==> config.mk <==
export PLATFORM = sky130hd
export DESIGN_NAME = acac_top
export DESIGN_NICKNAME = d
export VERILOG_FILES = /design/src/rtl/acac_pkg.sv /design/src/rtl/acac_top.sv
export SDC_FILE = /design/constraint.sdc
export NUM_CORES = 1
export LEC_CHECK = 0
export BUFFER_PORTS_ARGS = -buffer_cell sky130_fd_sc_hd__clkbuf_2
export CAP_MARGIN = 20
export CORE_MARGIN = 5
export CORE_UTILIZATION = 56
export CTS_CLUSTER_DIAMETER = 40
export CTS_CLUSTER_SIZE = 12
export DETAILED_ROUTE_END_ITERATION = 10
export PLACE_DENSITY = 0.85
export SETUP_SLACK_MARGIN = 0.02
export SKIP_LAST_GASP = 1
export SYNTH_ARGS = -nofsm -noshare
export SYNTH_HDL_FRONTEND = slang
export SYNTH_SLANG_ARGS = --single-unit
==> constraint.sdc <==
create_clock -name CLK_SYS_I -period 3.3 [get_ports CLK_SYS_I]
set_clock_uncertainty 0.2 [all_clocks]
set_input_delay 0.66 -clock CLK_SYS_I [delete_from_list [all_inputs] [get_ports CLK_SYS_I]]
set_output_delay 0.66 -clock CLK_SYS_I [all_outputs]
set_load 0.02 [all_outputs]
==> src/rtl/acac_pkg.sv <==
// constants, layouts and types of the conversion and alert controller
// assumes nothing beyond a systemverilog compiler

package acac_pkg;

  // apb byte addresses, one aligned word each
  localparam logic [7:0] ADDR_RESULT = 8'h00;
  localparam logic [7:0] ADDR_CONFIG = 8'h04;
  localparam logic [7:0] ADDR_LOWER = 8'h08;
  localparam logic [7:0] ADDR_UPPER = 8'h0c;
  localparam logic [7:0] ADDR_STATUS = 8'h10;

  // reset values: single shot, queue disabled, active low
  localparam logic [15:0] CFG_RESET = 16'h0583;
  localparam logic [11:0] UPPER_RESET = 12'h7ff;
  localparam logic [11:0] LOWER_RESET = 12'h800;
  localparam logic [1:0] QUE_OFF = 2'h3;
  localparam int LIMIT_MSB = 11;

  // status word field positions
  localparam int ST_CONV_BIT = 0;
  localparam int ST_WAKE_BIT = 1;
  localparam int ST_ALERT_BIT = 2;
  localparam int ST_PIN_BIT = 3;
  localparam int ST_ABOVE_BIT = 4;
  localparam int ST_SPAN_LSB = 16;

  // output data rates in samples per second
  localparam int RATE0_SPS = 128;
  localparam int RATE1_SPS = 250;
  localparam int RATE2_SPS = 490;
  localparam int RATE3_SPS = 920;
  localparam int RATE4_SPS = 1600;
  localparam int RATE5_SPS = 2400;
  localparam int RATE6_SPS = 3300;

  // input spans in millivolts
  localparam logic [12:0] SPAN0_MV = 13'd6144;
  localparam logic [12:0] SPAN1_MV = 13'd4096;
  localparam logic [12:0] SPAN2_MV = 13'd2048;
  localparam logic [12:0] SPAN3_MV = 13'd1024;
  localparam logic [12:0] SPAN4_MV = 13'd512;
  localparam logic [12:0] SPAN5_MV = 13'd256;

  // timing in microseconds and oscillator limits
  localparam int WAKE_US = 25;
  localparam int RDY_PULSE_US = 8;
  localparam int US_PER_S = 1000000;
  localparam int OSC_HZ_MIN = 100000;
  localparam int OSC_HZ_MAX = 8000000;

  typedef enum {ST_OFF, ST_WAKE, ST_CONV} acac_state_t;

  // configuration word layout
  typedef struct packed {
    logic trig; // single conversion trigger
    logic [2:0] chan; // input selection, passed to the core
    logic [2:0] fs; // full_scale_select
    logic single; // 1 single shot, 0 continuous
    logic [2:0] rate; // rate_select
    logic window; // 1 window style, 0 traditional
    logic pol; // alert_polarity, 1 active high
    logic latch; // alert_latch_enable
    logic [1:0] que; // alert_queue_count
  } acac_cfg_t;

  // apb request from the master
  typedef struct packed {
    logic psel;
    logic penable;
    logic pwrite;
    logic [7:0] paddr;
    logic [31:0] pwdata;
  } acac_apb_req_t;

  // apb answer to the master
  typedef struct packed {
    logic [31:0] prdata;
    logic pready;
    logic pslverr;
  } acac_apb_rsp_t;

endpackage : acac_pkg

==> src/rtl/acac_top.sv <==
// conversion sequencer, threshold comparator and alert pin control
// assumes an apb master on CLK_SYS_I, a free-running oscillator on
// OSC_I, a converter core holding its result until CONV_DONE_O, and an
// i2c front end decoding general call reset and alert response
// Function
// full scale code picks one of six spans
// conversion timing counted from oscillator edges only
// rate code picks one of seven rates
// one conversion lasts one rate period
// traditional: set above upper, release below lower
// window: alert outside either limit
// latched alert held until read or response
// polarity bit sets active level, low default
// alert after one, two or four results
// queue code 11 disables, pin released high
// limit msbs one/zero make ready output
// continuous ready gives 8 us pulse
// single shot ready asserts at conversion end
// cleared alert may set again, conversion untouched
// asserted devices answer the alert command; only a latched comparator alert answers here
// only arbitration winner clears its alert
// window status bit: 1 upper, 0 lower
// reset loads defaults then powers down
// general call reset equals power-up reset
// trigger wakes, converts once, powers down
// trigger write ignored while converting
// mode bit zero selects continuous conversion
// back to back; new settings next conversion
// signed compare once per completed result
module acac_top #(
  parameter int OSC_HZ = 1000000 // oscillator rate; lower it in sims
) (
  // clock and reset
  input wire logic CLK_SYS_I,
  input wire logic SRST_I,
  // apb slave
  input wire acac_pkg::acac_apb_req_t APB_REQ_I,
  output acac_pkg::acac_apb_rsp_t APB_RSP_O,
  // oscillator pin
  input wire logic OSC_I,
  // converter core
  input wire logic [11:0] CORE_RESULT_I,
  output logic CORE_PWR_O,
  output logic CORE_START_O,
  output logic CONV_DONE_O,
  output logic [2:0] CORE_FS_O,
  output logic [2:0] CORE_CHAN_O,
  output logic [12:0] SPAN_MV_O,
  // i2c front end events
  input wire logic GCALL_RESET_I,
  input wire logic ARA_DONE_I,
  input wire logic ARA_WON_I,
  output logic ARA_PENDING_O,
  output logic ARA_STATUS_O,
  // open-drain alert pin
  output logic ALERT_O,
  output logic ALERT_OE_N_O
);
  import acac_pkg::*;

  // refuse oscillator rates the 16-bit counters cannot serve
  if (OSC_HZ < OSC_HZ_MIN || OSC_HZ > OSC_HZ_MAX) begin : g_chk
    $error("OSC_HZ out of range");
  end

  // wake time rounds up, ready pulse rounds down, both at least one
  localparam int WAKE_TK = (WAKE_US * OSC_HZ + US_PER_S - 1) / US_PER_S;
  localparam int RDY_RAW = (RDY_PULSE_US * OSC_HZ) / US_PER_S;
  localparam int RDY_TK = (RDY_RAW < 1) ? 1 : RDY_RAW;

  // oscillator ticks per conversion for a rate code
  function automatic logic [15:0] conv_ticks(input logic [2:0] sel);
    case (sel)
      3'h0: return 16'(OSC_HZ / RATE0_SPS);
      3'h1: return 16'(OSC_HZ / RATE1_SPS);
      3'h2: return 16'(OSC_HZ / RATE2_SPS);
      3'h3: return 16'(OSC_HZ / RATE3_SPS);
      3'h4: return 16'(OSC_HZ / RATE4_SPS);
      3'h5: return 16'(OSC_HZ / RATE5_SPS);
      default: return 16'(OSC_HZ / RATE6_SPS);
    endcase
  endfunction : conv_ticks

  // span in millivolts for a full scale code; codes 5 to 7 share one
  function automatic logic [12:0] span_mv(input logic [2:0] sel);
    case (sel)
      3'h0: return SPAN0_MV;
      3'h1: return SPAN1_MV;
      3'h2: return SPAN2_MV;
      3'h3: return SPAN3_MV;
      3'h4: return SPAN4_MV;
      default: return SPAN5_MV;
    endcase
  endfunction : span_mv

  // successive results needed for each queue code
  function automatic logic [2:0] que_need(input logic [1:0] q);
    case (q)
      2'h0: return 3'h1;
      2'h1: return 3'h2;
      default: return 3'h4;
    endcase
  endfunction : que_need

  // address decode used by the error answer only; the read mux decodes on its own
  function automatic logic addr_ok(input logic [7:0] a,
                                   input logic wr);
    case (a)
      ADDR_CONFIG, ADDR_LOWER, ADDR_UPPER: return 1'b1;
      ADDR_RESULT, ADDR_STATUS: return ~wr;
      default: return 1'b0;
    endcase
  endfunction : addr_ok

  logic rst; // power-up or general call reset
  logic osc_meta_r; // first synchroniser stage
  logic osc_sync_r; // second synchroniser stage
  logic osc_prev_r; // edge detector history
  logic osc_tick; // one cycle per oscillator rising edge
  acac_state_t state_r; // power and conversion state
  logic [15:0] cnt_r; // oscillator ticks left in this state
  acac_cfg_t cfg_r; // software configuration
  acac_cfg_t act_r; // settings of the running conversion
  acac_cfg_t wcfg; // write data seen as configuration
  logic [11:0] upper_r; // upper_limit
  logic [11:0] lower_r; // lower_limit
  logic [11:0] result_r; // last completed result
  logic shot_req_r; // accepted single conversion request
  logic conv_end; // last tick of a conversion
  logic wake_end; // last tick of power-up
  logic busy; // request pending or core powered
  logic wr_acc; // apb write access phase
  logic rd_acc; // apb read access phase
  logic above; // result above upper_limit
  logic below; // result below lower_limit
  logic beyond; // result counts toward the queue
  logic [2:0] q_cnt_r; // successive results beyond
  logic hit; // queue reached with this result
  logic alert_r; // comparator alert state
  logic above_r; // alert caused by the upper limit
  logic rdy_mode; // pin used as conversion ready
  logic que_off; // comparator disabled
  logic rdy_lvl_r; // single shot ready level
  logic [15:0] rdy_cnt_r; // continuous ready pulse ticks left
  logic clr_evt; // result read or won alert response
  logic pin_active; // pin in its active state
  logic pin_low_r; // pin pulled low
  logic [31:0] prdata_r; // read data captured in setup phase
  logic start_r; // conversion start pulse
  logic done_r; // conversion done pulse
  logic [12:0] span_r; // span of the running conversion

  // general call reset acts exactly like the external reset
  assign rst = SRST_I | GCALL_RESET_I;

  // oscillator pin: two flops, then edge detect on the second
  always_ff @(posedge CLK_SYS_I) begin
    osc_meta_r <= OSC_I;
    osc_sync_r <= osc_meta_r;
    osc_prev_r <= osc_sync_r;
  end
  assign osc_tick = osc_sync_r & ~osc_prev_r;

  // apb phases; the slave always answers without wait states
  assign wr_acc = APB_REQ_I.psel & APB_REQ_I.penable & APB_REQ_I.pwrite;
  assign rd_acc = APB_REQ_I.psel & APB_REQ_I.penable &
                  ~APB_REQ_I.pwrite;
  assign wcfg = acac_cfg_t'(APB_REQ_I.pwdata[15:0]);

  // end of the power-up wait and of a conversion
  assign wake_end = (state_r == ST_WAKE) & osc_tick & (cnt_r == 16'h1);
  assign conv_end = (state_r == ST_CONV) & osc_tick & (cnt_r == 16'h1);
  assign busy = shot_req_r | (state_r != ST_OFF);

  // configuration register; the trigger bit is never stored here
  always_ff @(posedge CLK_SYS_I) begin
    if (rst) begin
      cfg_r <= acac_cfg_t'(CFG_RESET);
    end else if (wr_acc && APB_REQ_I.paddr == ADDR_CONFIG) begin
      cfg_r <= wcfg;
      cfg_r.trig <= 1'b0;
    end
  end

  // limit registers
  always_ff @(posedge CLK_SYS_I) begin
    if (rst) begin
      upper_r <= UPPER_RESET;
      lower_r <= LOWER_RESET;
    end else if (wr_acc && APB_REQ_I.paddr == ADDR_UPPER) begin
      upper_r <= APB_REQ_I.pwdata[11:0];
    end else if (wr_acc && APB_REQ_I.paddr == ADDR_LOWER) begin
      lower_r <= APB_REQ_I.pwdata[11:0];
    end
  end

  // single conversion request: only taken while fully idle
  always_ff @(posedge CLK_SYS_I) begin
    if (rst) begin
      shot_req_r <= 1'b0;
    end else if (state_r == ST_OFF && shot_req_r) begin
      shot_req_r <= 1'b0;
    end else if (wr_acc && APB_REQ_I.paddr == ADDR_CONFIG &&
                 wcfg.trig && wcfg.single && state_r == ST_OFF) begin
      shot_req_r <= 1'b1;
    end
  end

  // power and conversion sequencing
  always_ff @(posedge CLK_SYS_I) begin
    if (rst) begin
      state_r <= ST_OFF;
    end else begin
      unique case (state_r)
        ST_OFF: begin
          // continuous mode wakes on its own, single shot on request
          if (shot_req_r || !cfg_r.single) begin
            state_r <= ST_WAKE;
          end
        end
        ST_WAKE: begin
          if (wake_end) begin
            state_r <= ST_CONV;
          end
        end
        ST_CONV: begin
          // a mode change made mid-conversion acts at its end
          if (conv_end && cfg_r.single) begin
            state_r <= ST_OFF;
          end
        end
      endcase
    end
  end

  // tick counter; settings are frozen at each conversion start
  always_ff @(posedge CLK_SYS_I) begin
    if (rst) begin
      cnt_r <= 16'h0;
      act_r <= acac_cfg_t'(CFG_RESET);
    end else if (state_r == ST_OFF) begin
      cnt_r <= 16'(WAKE_TK);
    end else if (wake_end || (conv_end && !cfg_r.single)) begin
      cnt_r <= conv_ticks(cfg_r.rate);
      act_r <= cfg_r;
    end else if (osc_tick) begin
      cnt_r <= cnt_r - 16'h1;
    end
  end

  // core handshake pulses, result capture and span
  always_ff @(posedge CLK_SYS_I) begin
    if (rst) begin
      start_r <= 1'b0;
      done_r <= 1'b0;
      result_r <= 12'h0;
      span_r <= span_mv(CFG_RESET[11:9]);
    end else begin
      start_r <= wake_end | (conv_end & ~cfg_r.single);
      done_r <= conv_end;
      if (conv_end) begin
        result_r <= CORE_RESULT_I;
      end
      if (wake_end || (conv_end && !cfg_r.single)) begin
        span_r <= span_mv(cfg_r.fs);
      end
    end
  end

  // comparator inputs, evaluated only at conv_end
  assign above = $signed(CORE_RESULT_I) > $signed(upper_r);
  assign below = $signed(CORE_RESULT_I) < $signed(lower_r);
  assign beyond = cfg_r.window ? (above | below) : above;
  assign hit = beyond & ((q_cnt_r + 3'h1) >= que_need(cfg_r.que));
  assign que_off = cfg_r.que == QUE_OFF;
  assign rdy_mode = upper_r[LIMIT_MSB] & ~lower_r[LIMIT_MSB] &
                    ~que_off;
  // a result read or a won response clears a latched alert
  assign clr_evt = (rd_acc & (APB_REQ_I.paddr == ADDR_RESULT)) |
                   (ARA_DONE_I & ARA_WON_I);

  // queue of successive out-of-limit results, saturating at four
  always_ff @(posedge CLK_SYS_I) begin
    if (rst || que_off || rdy_mode) begin
      q_cnt_r <= 3'h0;
    end else if (conv_end) begin
      if (!beyond) begin
        q_cnt_r <= 3'h0;
      end else if (q_cnt_r != 3'h4) begin
        q_cnt_r <= q_cnt_r + 3'h1;
      end
    end
  end

  // alert state; a new hit wins over a clear in the same cycle
  always_ff @(posedge CLK_SYS_I) begin
    if (rst || que_off || rdy_mode) begin
      alert_r <= 1'b0;
      above_r <= 1'b0;
    end else if (conv_end && hit) begin
      alert_r <= 1'b1;
      above_r <= above;
    end else if (cfg_r.latch) begin
      if (clr_evt) begin
        alert_r <= 1'b0;
      end
    end else if (conv_end && cfg_r.window && !beyond) begin
      alert_r <= 1'b0;
    end else if (conv_end && !cfg_r.window && below) begin
      alert_r <= 1'b0;
    end
  end

  // conversion ready: pulse in continuous, level in single shot
  always_ff @(posedge CLK_SYS_I) begin
    if (rst) begin
      rdy_lvl_r <= 1'b0;
      rdy_cnt_r <= 16'h0;
    end else begin
      if (conv_end && cfg_r.single) begin
        rdy_lvl_r <= 1'b1;
      end else if (state_r == ST_WAKE) begin
        rdy_lvl_r <= 1'b0;
      end
      if (conv_end && !cfg_r.single) begin
        rdy_cnt_r <= 16'(RDY_TK);
      end else if (osc_tick && rdy_cnt_r != 16'h0) begin
        rdy_cnt_r <= rdy_cnt_r - 16'h1;
      end
    end
  end

  // pin level: polarity applies to both uses, disable releases it
  assign pin_active = rdy_mode ?
                      (rdy_lvl_r | (rdy_cnt_r != 16'h0)) : alert_r;
  always_ff @(posedge CLK_SYS_I) begin
    if (rst || que_off) begin
      pin_low_r <= 1'b0;
    end else begin
      pin_low_r <= pin_active ^ cfg_r.pol;
    end
  end

  // read data is captured in the setup phase so it leaves a flop
  always_ff @(posedge CLK_SYS_I) begin
    if (rst) begin
      prdata_r <= 32'h0;
    end else if (APB_REQ_I.psel && !APB_REQ_I.penable) begin
      prdata_r <= 32'h0;
      case (APB_REQ_I.paddr)
        ADDR_RESULT: prdata_r[11:0] <= result_r;
        ADDR_CONFIG: begin
          prdata_r[15:0] <= cfg_r;
          prdata_r[15] <= ~busy;
        end
        ADDR_LOWER: prdata_r[11:0] <= lower_r;
        ADDR_UPPER: prdata_r[11:0] <= upper_r;
        ADDR_STATUS: begin
          prdata_r[ST_CONV_BIT] <= state_r == ST_CONV;
          prdata_r[ST_WAKE_BIT] <= state_r == ST_WAKE;
          prdata_r[ST_ALERT_BIT] <= alert_r;
          prdata_r[ST_PIN_BIT] <= pin_active & ~que_off;
          prdata_r[ST_ABOVE_BIT] <= above_r;
          prdata_r[ST_SPAN_LSB +: 13] <= span_r;
        end
        default: prdata_r <= 32'h0;
      endcase
    end
  end

  // apb answer: zero wait states, error on unmapped or read-only
  always_comb begin
    APB_RSP_O.prdata = prdata_r;
    APB_RSP_O.pready = 1'b1;
    APB_RSP_O.pslverr = APB_REQ_I.psel & APB_REQ_I.penable &
                        ~addr_ok(APB_REQ_I.paddr, APB_REQ_I.pwrite);
  end

  // alert response: answer only for a latched comparator alert
  assign ARA_PENDING_O = alert_r & cfg_r.latch;
  assign ARA_STATUS_O = cfg_r.window ? above_r : 1'b1;

  // core side outputs
  assign CORE_PWR_O = state_r != ST_OFF;
  assign CORE_START_O = start_r;
  assign CONV_DONE_O = done_r;
  assign CORE_FS_O = act_r.fs;
  assign CORE_CHAN_O = act_r.chan;
  assign SPAN_MV_O = span_r;

  // open drain: the output is always low, the enable decides
  assign ALERT_O = 1'b0;
  assign ALERT_OE_N_O = ~pin_low_r;

endmodule : acac_top

==> results of run 1 <==
-- layer usage --
metal | vias to the layer above | global-route usage
met4 | 0 | 0.103
met5 | - | 0
met3 | 56 | 0.0626
li1 | 2951 | -
met1 | 2952 | 0.322
met2 | 304 | 0.396
-- critical path, stage by stage, from the launching register on --
cell and delay [ns]:
dfxtp_1 0.36, or4_4 0.59, nor4_4 0.35, and3_1 0.64
o21ai_0 0.18, a21oi_1 0.19, a21oi_1 0.09
-- power groups by stage --
stage	registers (mW)	logic (mW)	clock network, mW
after floorplan	1.66	0.387	0
after global placement	1.66	0.481	0
after detailed placement	1.66	0.493	0
after CTS	1.63	0.505	1.79
after global routing	1.63	0.565	1.87
final	1.63	0.514	1.79
-- layout make-up --
class | count | area [um^2] | area share
multi-input combinational | 597 | 3620 | 0.473
sequential | 130 | 2600 | 0.340
timing repair buffer | 99 | 536 | 0.0699
clock buffer | 20 | 457 | 0.0596
tap | 143 | 179 | 0.0234
inverter | 42 | 158 | 0.0206
clock inverter | 11 | 105 | 0.0137
antenna | 1 | 2.50 | 0.000327
-- cell families after synthesis --
kind of cell / Yosys count / share of synthesized area
AO/OA/AOI/OAI: 182 / 0.165
flip-flops: 130 / 0.392
AND/OR/NAND/NOR: 320 / 0.223
XOR/XNOR: 20 / 0.0264
adder cells (fa/ha/maj): 38 / 0.0716
buffers and inverters: 107 / 0.0735
multiplexers: 16 / 0.0469
other: 2 / 0.00113
-- synth_stat cells (3+ instances only) --
cell      number
a221oi_1       4
inv_1         42
or4_1          3
nor2_1        64
nor2b_1        8
and2_1         4
a21o_1         3
buf_2          6
dfxtp_1      130
o211ai_1      17
o21ai_0       26
a32oi_1        4
mux2i_1        3
xor2_1         8
a211oi_1       7
nand3_1       31
a31oi_1        4
o22ai_1        5
xnor2_1       12
nand3b_1       5
nand2_1      139
a22oi_1        8
clkbuf_1      36
nor3_1        23
buf_4         21
nand4_1        8
and3_1         8
mux4_2        12
nand2b_1       7
nor4_1         6
a21oi_1       90
ha_1          38
-- flip-flops by register name, indices dropped and copies added, names as in the netlist, 2 cells and up --
register,count
CORE_CHAN_O,3
prdata_r,21
lower_r,12
upper_r,12
state_r,2
cnt_r,16
SPAN_MV_O,5
rdy_cnt_r,16
CORE_FS_O,3
q_cnt_r,3
result_r,12
cfg_r,15
-- per-stage QoR --
stage / cells / setup WS, ns / hold WS [ns]
after floorplan: 834 / 0.579 / 0.110
after global placement: 1011 / 0.337 / 0.113
after detailed placement: 1011 / 0.271 / 0.112
after CTS: 1042 / 0.568 / 0.126
after global routing: 1042 / 0.406 / 0.136
final: 1043 / 0.522 / 0.125
-- worst paths after layout --
check                                to  slack, ns  cells past startpoint
hold reg to reg      osc_sync_r$_DFF_P_       0.13                      0
setup reg to reg  cnt_r[3]$_SDFFE_PP0P_       0.52                      6
hold / removal       osc_sync_r$_DFF_P_       0.13                      0
setup / recovery  cnt_r[3]$_SDFFE_PP0P_       0.52                      6
==> results.sh, run 1 <==
export IMPL_finalSetupViolations=0
export IMPL_die_h_um=119
export IMPL_avgSynthCellArea_um2=8.15
export IMPL_fmax_ghz=0.360
export IMPL_cts_htree_levels=4
export IMPL_grt_max_degree=47
export IMPL_port_buffers=83
export IMPL_finalSetupTns_ns=0
export IMPL_total_power_mw=3.93
export IMPL_routabilityCongestion=0.893
export IMPL_crit_start="cnt_r[5]$_SDFFE_PP0P_"
export IMPL_cp_max_fo=14
export IMPL_yosys_top_cells_area="dfxtp_1 (39%), nand2_1 (7.9%), ha_1 (7.2%), a21oi_1 (6.8%), mux4_2 (4.1%)"
export IMPL_swShare=0.271
export IMPL_grt_pass1_wl_um=28700
export IMPL_combPwrFrac=0.131
export IMPL_worst_slew_pin_slew_ns=0.948
export IMPL_fin_crit_sh=0.842
export IMPL_highest_layer="met4"
export IMPL_wl_met2_um=8130
export IMPL_grt_pass1_vias=5849
export IMPL_fp_dieW_um=119
export IMPL_initial_core_util=0.577
export IMPL_async_flop_share=0
export IMPL_ant_nets=0
export IMPL_postSynthCellCount=815
export IMPL_rsz0062_at_grt="no"
export IMPL_final_cell_mix="nand2_1 (139), dfxtp_1 (130), a21oi_1 (90)"
export IMPL_finalHoldViolCount=0
export IMPL_ir_drop_mv=0.369
export IMPL_power_leakage_nw=3.07
export IMPL_pwr_share_seq=0.413
export IMPL_viasPerCell=6.00
export IMPL_arrival_ns=2.84
export IMPL_cts_tree="built"
export IMPL_layout_commonest_cell="nand2_1"
export IMPL_p_sw_mw=1.06
export IMPL_fill_cells=919
export IMPL_critical_path_class="reg2reg"
export IMPL_core_area_um2=11500
export IMPL_p_clk_frac=0.456
export IMPL_p_int_mw=2.87
export IMPL_hold_path_class="reg2reg"
export IMPL_post_cts_buffers=0
export IMPL_post_cts_resized=0
export IMPL_drc=0
export IMPL_worst_setup_path_start_kind="register"
export IMPL_drive_above_1_share=0.166
export IMPL_final_util=0.665
export IMPL_drt_met1_wl_um=7660
export IMPL_ys_types=55
export IMPL_endpoint_kind="register"
export IMPL_numCtsBuffers=17
export IMPL_fin_nets=986
export IMPL_synth_edf_count=0
export IMPL_r2r_start="cnt_r[5]$_SDFFE_PP0P_"
export IMPL_synthFlopType="dfxtp_1"
export IMPL_hp_start="osc_meta_r$_DFF_P_"
export IMPL_row_count=39
export IMPL_wl_per_cell_um=17.1
export IMPL_design_area_um2=7660
export IMPL_grt_usage=0.248
export IMPL_netlist_area_leader_share=0.392
export IMPL_syn2layout_area_growth_pct=15.4
export IMPL_cts_sinks=130
export IMPL_num_vias=6263
export IMPL_first_iter_violations=721
export IMPL_hpwl_um=12400
export IMPL_overflow=0
export IMPL_ys_warn_count=0
export IMPL_slew_headroom=0.368
export IMPL_syn_area_um2=6640
export IMPL_required_ns=3.36
export IMPL_maxCapViolCount=0
export IMPL_clockRootBuffer="clkbuf_16"
export IMPL_status="completed"
export IMPL_clockBufferDepth=2
export IMPL_power_density_nw_per_um2=513
export IMPL_place_area_um2=7100
export IMPL_slew_violations=0
export IMPL_drt_wl_total_um=17800
export IMPL_clock_latency_ns=0.43
export IMPL_synth_largest_area_cell="dfxtp_1"
export IMPL_die_area_um2=14100
export IMPL_ys_seq_area_frac=0.392
export IMPL_antenna_found_initial=0
export IMPL_clkTransAtPathRegs_ns=0.06
export IMPL_ios=121
export IMPL_wl_met3_um=1520
export IMPL_period_needed_ns=2.78
export IMPL_ys_seq_elements=130
export IMPL_hold_buffers=0
export IMPL_first_pass_iters=5
Note: power is estimated with default switching activity, not from simulation.
==> inputs of run 2 (changes only) <==
CORE_UTILIZATION = 51   (was 56)
PLACE_DENSITY = 0.82   (was 0.85)
clock period = 2.5 ns   (was 3.3 ns; I/O delays follow)
==> results.sh, run 2 (synthesis gave the netlist of run 1 again) <==
export IMPL_status="complete, but fails checks"
export IMPL_violations="setup timing"
export IMPL_grt_use_met1=0.318
export IMPL_crit_end="q_cnt_r[2]$_SDFFE_PP0P_"
export IMPL_power_leakage_nw=3.34
export IMPL_fin_nets=1023
export IMPL_maxCapViolCount=0
export IMPL_row_count=41
export IMPL_crit_chain="inv_1 -> ha_1 -> nand4_1 -> a21oi_1 -> a2111oi_1 -> o211ai_1 -> a21oi_1 -> nor3_1"
export IMPL_grt_util_met3=0.0695
export IMPL_regMostFlops="prdata_r"
export IMPL_die_h_um=124
export IMPL_slew_headroom=0.520
export IMPL_drt_wl_total_um=19300
export IMPL_design_area_um2=8310
export IMPL_cts_htree_levels=4
export IMPL_first_iter_violations=857
export IMPL_finalSetupTns_ns=-0.293
export IMPL_num_vias=6488
export IMPL_port_buffers=83
export IMPL_fill_cells=968
export IMPL_layout_commonest_cell="nand2_1"
export IMPL_overflow=0
export IMPL_final_cell_mix="nand2_1 (137), dfxtp_1 (125), a21oi_1 (90)"
export IMPL_fin_crit_sh=1.05
export IMPL_arrival_ns=2.73
export IMPL_total_power_mw=5.71
export IMPL_reg_top3="prdata_r (21), cnt_r (16), rdy_cnt_r (16)"
export IMPL_fmax_ghz=0.379
export IMPL_core_area_um2=12700
export IMPL_place_area_um2=7450
export IMPL_drive_above_1_share=0.232
export IMPL_crit_start="upper_r[11]$_SDFFE_PP0P_"
export IMPL_clockBufferDepth=2
export IMPL_crit_top_cell="a21oi_1"
export IMPL_largest_reg_flops=21
export IMPL_reg2reg_depth=8
export IMPL_viasPerCell=5.85
export IMPL_path_buf_inv=1
export IMPL_power_density_nw_per_um2=688
export IMPL_die_area_um2=15400
export IMPL_numCtsBuffers=17
export IMPL_required_ns=2.59
export IMPL_initial_core_util=0.524
export IMPL_clockRootBuffer="clkbuf_16"
export IMPL_worst_setup_path_start_kind="register"
export IMPL_crit_family="compound AO/OA/AOI/OAI gates"
export IMPL_top_usage_layer="met2"
export IMPL_finalHoldViolCount=0
export IMPL_endpoint_kind="register"
export IMPL_critical_path_class="reg2reg"
export IMPL_ios=121
export IMPL_finalSetupViolations=5
export IMPL_syn2layout_area_growth_pct=25.1
export IMPL_grt_max_degree=38
export IMPL_clock_latency_ns=0.43
export IMPL_first_pass_iters=6
export IMPL_ir_drop_mv=0.502
export IMPL_period_needed_ns=2.64
export IMPL_cp_slowest_stage_delay_ns=0.58
export IMPL_routabilityCongestion=0.899
export IMPL_r2r_start="upper_r[11]$_SDFFE_PP0P_"
export IMPL_fp_dieW_um=124
export IMPL_wl_per_cell_um=17.4
export IMPL_grt_pass1_wl_um=29300
export IMPL_hp_start="osc_meta_r$_DFF_P_"
export IMPL_rsz0062_at_grt="yes"
export IMPL_worst_slew_pin_slew_ns=0.713
export IMPL_fin_worst_hold_slack_ns=0.129
export IMPL_worstReg2RegEnd="q_cnt_r[2]$_SDFFE_PP0P_"
export IMPL_met2_usage=0.389
export IMPL_antenna_found_initial=2
export IMPL_n_antenna_cell=0
export IMPL_clkTransAtPathRegs_ns=0.06
export IMPL_hpwl_um=13000
export IMPL_drc=0
export IMPL_fin_ws_ns=-0.136
export IMPL_ant_nets=0
export IMPL_cts_tree="built"
export IMPL_grt_usage=0.245
export IMPL_grt_pass1_vias=5828
export IMPL_crit_cells=8
export IMPL_hold_path_class="reg2reg"
export IMPL_reg2reg_slack_ns=-0.14
export IMPL_crit_slowest_cell="a2111oi_1"
export IMPL_cts_sinks=130
export IMPL_cp_max_fo=4
export IMPL_slew_violations=0
-- run 2: cell count changes in the layout (fill, tap and decap cells not counted), moves of 3 or more --
cell,before,now
buf_12,0,7
buf_4,16,45
bufinv_16,1,4
dfxtp_1,130,125
dfxtp_2,0,5
ha_1,38,35
o21ai_0,26,22
o21ai_1,0,4
-- run 2: worst min path at each step --
stage                     cells past startpoint                       end  slack (ns)
final                                         0        osc_sync_r$_DFF_P_        0.13
after global routing                          3  lower_r[10]$_SDFFE_PP0P_        0.13
after CTS                                     3    cfg_r[14]$_SDFFE_PP0P_        0.12
after detailed placement                      0        osc_sync_r$_DFF_P_        0.12
after global placement                        0        osc_sync_r$_DFF_P_        0.11
after floorplan                               0        osc_sync_r$_DFF_P_        0.11
-- run 2: per-stage QoR --
stage	cells	utilization	setup WS, ns
4_1_cts	1105	0.641	0.0107
3_5_place_dp	1071	0.588	-0.282
2_1_floorplan	834	-	0.0435
3_3_place_gp	1071	0.588	-0.195
5_1_grt	1109	0.655	-0.0886
6_report	1109	0.655	-0.136
-- run 2: per-layer routing --
| metal | part of all wire | vias up | wire [um] |
|---|---|---|---|
| met1 | 0.41 | 3008 | 7940 |
| met3 | 0.10 | 72 | 1990 |
| met2 | 0.45 | 372 | 8760 |
| li1 | - | 3032 | - |
| met5 | 0.0014 | - | 27 |
| met4 | 0.029 | 4 | 566 |
-- run 2: timing repair --
action	CTS	global route
hold buffers	1	0
pin swaps	0	15
gates resized for setup	3	40
setup buffers	1	4
endpoints found under the hold margin	1	0
setup endpoints to repair	8	32
-- run 2: cell type report --
cell class / count / area, um^2 / area share
inverter: 42 / 158 / 0.0190
timing repair buffer: 136 / 903 / 0.109
tap: 172 / 215 / 0.0259
multi-input combinational: 597 / 3780 / 0.455
clock buffer: 19 / 443 / 0.0533
sequential: 130 / 2610 / 0.314
clock inverter: 13 / 198 / 0.0238
-- run 2: power breakdown --
group / total [mW] / switching, mW / internal, mW
clock: 2.70 / 0.990 / 1.71
combinational: 0.865 / 0.493 / 0.372
sequential: 2.14 / 0.0291 / 2.11
total: 5.71 / 1.51 / 4.20
-- run 2: worst register-to-register path, delay by kind of cell, from the launching register on --
family	cells	cell delay (ns)
AO/OA/AOI/OAI	4	1.19
adder cells (fa/ha/maj)	1	0.33
buffers and inverters	1	0.07
flip-flops	1	0.39
AND/OR/NAND/NOR	2	0.33
==> inputs of run 3 (changes only) <==
RECOVER_POWER = 50   (was not set)
==> results.sh, run 3 (synthesis gave the netlist of run 1 again) <==
export IMPL_crit_top_cell="a21oi_1"
export IMPL_fp_dieW_um=124
export IMPL_drt_wl_total_um=19300
export IMPL_total_power_mw=5.71
export IMPL_critical_path_class="reg2reg"
export IMPL_cp_slowest_stage_delay_ns=0.56
export IMPL_num_vias=6477
export IMPL_row_count=41
export IMPL_violations="setup timing"
export IMPL_required_ns=2.60
export IMPL_status="complete, but fails checks"
export IMPL_grt_pass1_wl_um=29300
export IMPL_finalSetupTns_ns=-0.147
export IMPL_regMostFlops="prdata_r"
export IMPL_reg_top3="prdata_r (21), cnt_r (16), rdy_cnt_r (16)"
export IMPL_wl_per_cell_um=17.4
export IMPL_fin_ws_ns=-0.0931
export IMPL_grt_pass1_vias=5828
export IMPL_crit_start="upper_r[11]$_SDFFE_PP0P_"
export IMPL_die_h_um=124
export IMPL_r2r_start="upper_r[11]$_SDFFE_PP0P_"
export IMPL_routabilityCongestion=0.899
export IMPL_reg2reg_depth=8
export IMPL_worstReg2RegEnd="q_cnt_r[2]$_SDFFE_PP0P_"
export IMPL_die_area_um2=15400
export IMPL_numCtsBuffers=17
export IMPL_layout_commonest_cell="nand2_1"
export IMPL_cts_sinks=130
export IMPL_fin_nets=1023
export IMPL_port_buffers=83
export IMPL_crit_end="q_cnt_r[2]$_SDFFE_PP0P_"
export IMPL_crit_chain="inv_1 -> ha_1 -> nand4_1 -> a21oi_1 -> a2111oi_1 -> o211ai_1 -> a21oi_1 -> nor3_1"
export IMPL_power_leakage_nw=3.20
export IMPL_viasPerCell=5.84
export IMPL_finalHoldViolCount=0
export IMPL_n_antenna_cell=0
export IMPL_largest_reg_flops=21
export IMPL_fin_crit_sh=1.04
export IMPL_reg2reg_slack_ns=-0.09
export IMPL_clockRootBuffer="clkbuf_16"
export IMPL_power_density_nw_per_um2=693
export IMPL_drc=0
export IMPL_overflow=0
export IMPL_clock_latency_ns=0.43
export IMPL_ant_nets=0
export IMPL_period_needed_ns=2.59
export IMPL_clkTransAtPathRegs_ns=0.06
export IMPL_arrival_ns=2.69
export IMPL_fmax_ghz=0.386
export IMPL_core_area_um2=12700
export IMPL_slew_violations=0
export IMPL_grt_usage=0.245
export IMPL_drive_above_1_share=0.188
export IMPL_rsz0062_at_grt="yes"
export IMPL_initial_core_util=0.524
export IMPL_final_util=0.650
export IMPL_post_place_ws_ns=-0.282
export IMPL_cts_tree="built"
export IMPL_clockBufferDepth=2
export IMPL_hpwl_um=13000
export IMPL_maxCapViolCount=0
export IMPL_final_cell_mix="nand2_1 (137), dfxtp_1 (125), a21oi_1 (90)"
export IMPL_cts_htree_levels=4
export IMPL_first_iter_violations=821
export IMPL_worst_setup_path_start_kind="register"
export IMPL_endpoint_kind="register"
export IMPL_first_pass_iters=5
export IMPL_ir_drop_mv=0.503
export IMPL_worst_slew_pin_slew_ns=0.717
export IMPL_ios=121
export IMPL_crit_slowest_cell="a2111oi_1"
export IMPL_grt_max_degree=38
export IMPL_slew_headroom=0.517
export IMPL_cp_max_fo=4
export IMPL_antenna_found_initial=2
export IMPL_finalSetupViolations=4
export IMPL_syn2layout_area_growth_pct=24.0
export IMPL_hold_path_class="in2reg"
==> run 3: cell types whose count changed in the layout (fill, tap and decap cells not counted), sizes merged <==
cell / delta
clkbuf: +2
buf: -2
==> run 3: worst max-delay path: cells and delay by family (launching register included) <==
kind                       cells  cell delay [ns]
buffers and inverters          1             0.07
AOI/OAI and AO/OA              4             1.16
and+or+nand+nor                2             0.32
DFF                            1             0.39
adders and majority gates      1             0.33
==> run 3: worst min-delay path by stage <==
stage / slack, ns / from / to / cells after the start
5_1_grt: 0.13 / APB_REQ_I[10] / lower_r[10]$_SDFFE_PP0P_ / 3
6_report: 0.13 / APB_REQ_I[14] / cfg_r[14]$_SDFFE_PP0P_ / 3
2_1_floorplan: 0.11 / osc_meta_r$_DFF_P_ / osc_sync_r$_DFF_P_ / 0
3_3_place_gp: 0.11 / osc_meta_r$_DFF_P_ / osc_sync_r$_DFF_P_ / 0
4_1_cts: 0.12 / APB_REQ_I[14] / cfg_r[14]$_SDFFE_PP0P_ / 3
3_5_place_dp: 0.12 / osc_meta_r$_DFF_P_ / osc_sync_r$_DFF_P_ / 0
==> run 3: layout make-up <==
class,count,area [um^2]
fill,1000,4430
multi-input combinational,597,3760
sequential,130,2610
timing repair buffer,136,850
clock buffer,19,443
tap,172,215
clock inverter,13,198
inverter,42,158
==> run 3: power by group <==
part,internal [mW],total [mW],switching [mW]
logic,0.371,0.861,0.490
registers,2.11,2.14,0.0290
clock network,1.71,2.70,0.990
total,4.20,5.71,1.51
==> run 3: per-layer routing <==
metal / share of wire / GRT usage / vias up / routed length [um]
met1: 0.42 / 0.318 / 3017 / 8030
met4: 0.034 / 0.0883 / 4 / 646
met3: 0.10 / 0.0695 / 80 / 1950
li1: - / - / 3040 / -
met2: 0.45 / 0.389 / 336 / 8630
met5: 0.0014 / 0 / - / 27
==> run 3: metrics by stage <==
stage,std cells,hold slack [ns],cell area [um^2]
after CTS,1105,0.116,8120
after detailed placement,1071,0.119,7450
after global placement,1071,0.115,7450
after floorplan,834,0.110,6740
after global routing,1109,0.130,8240
final,1109,0.128,8240
==> run 3: repair_timing <==
item	in CTS	in global routing
pin swaps	0	15
hold buffers	1	0
endpoints found under the setup margin	8	32
hold endpoints to repair	1	0
gates resized for setup	3	40
buffers inserted	1	4
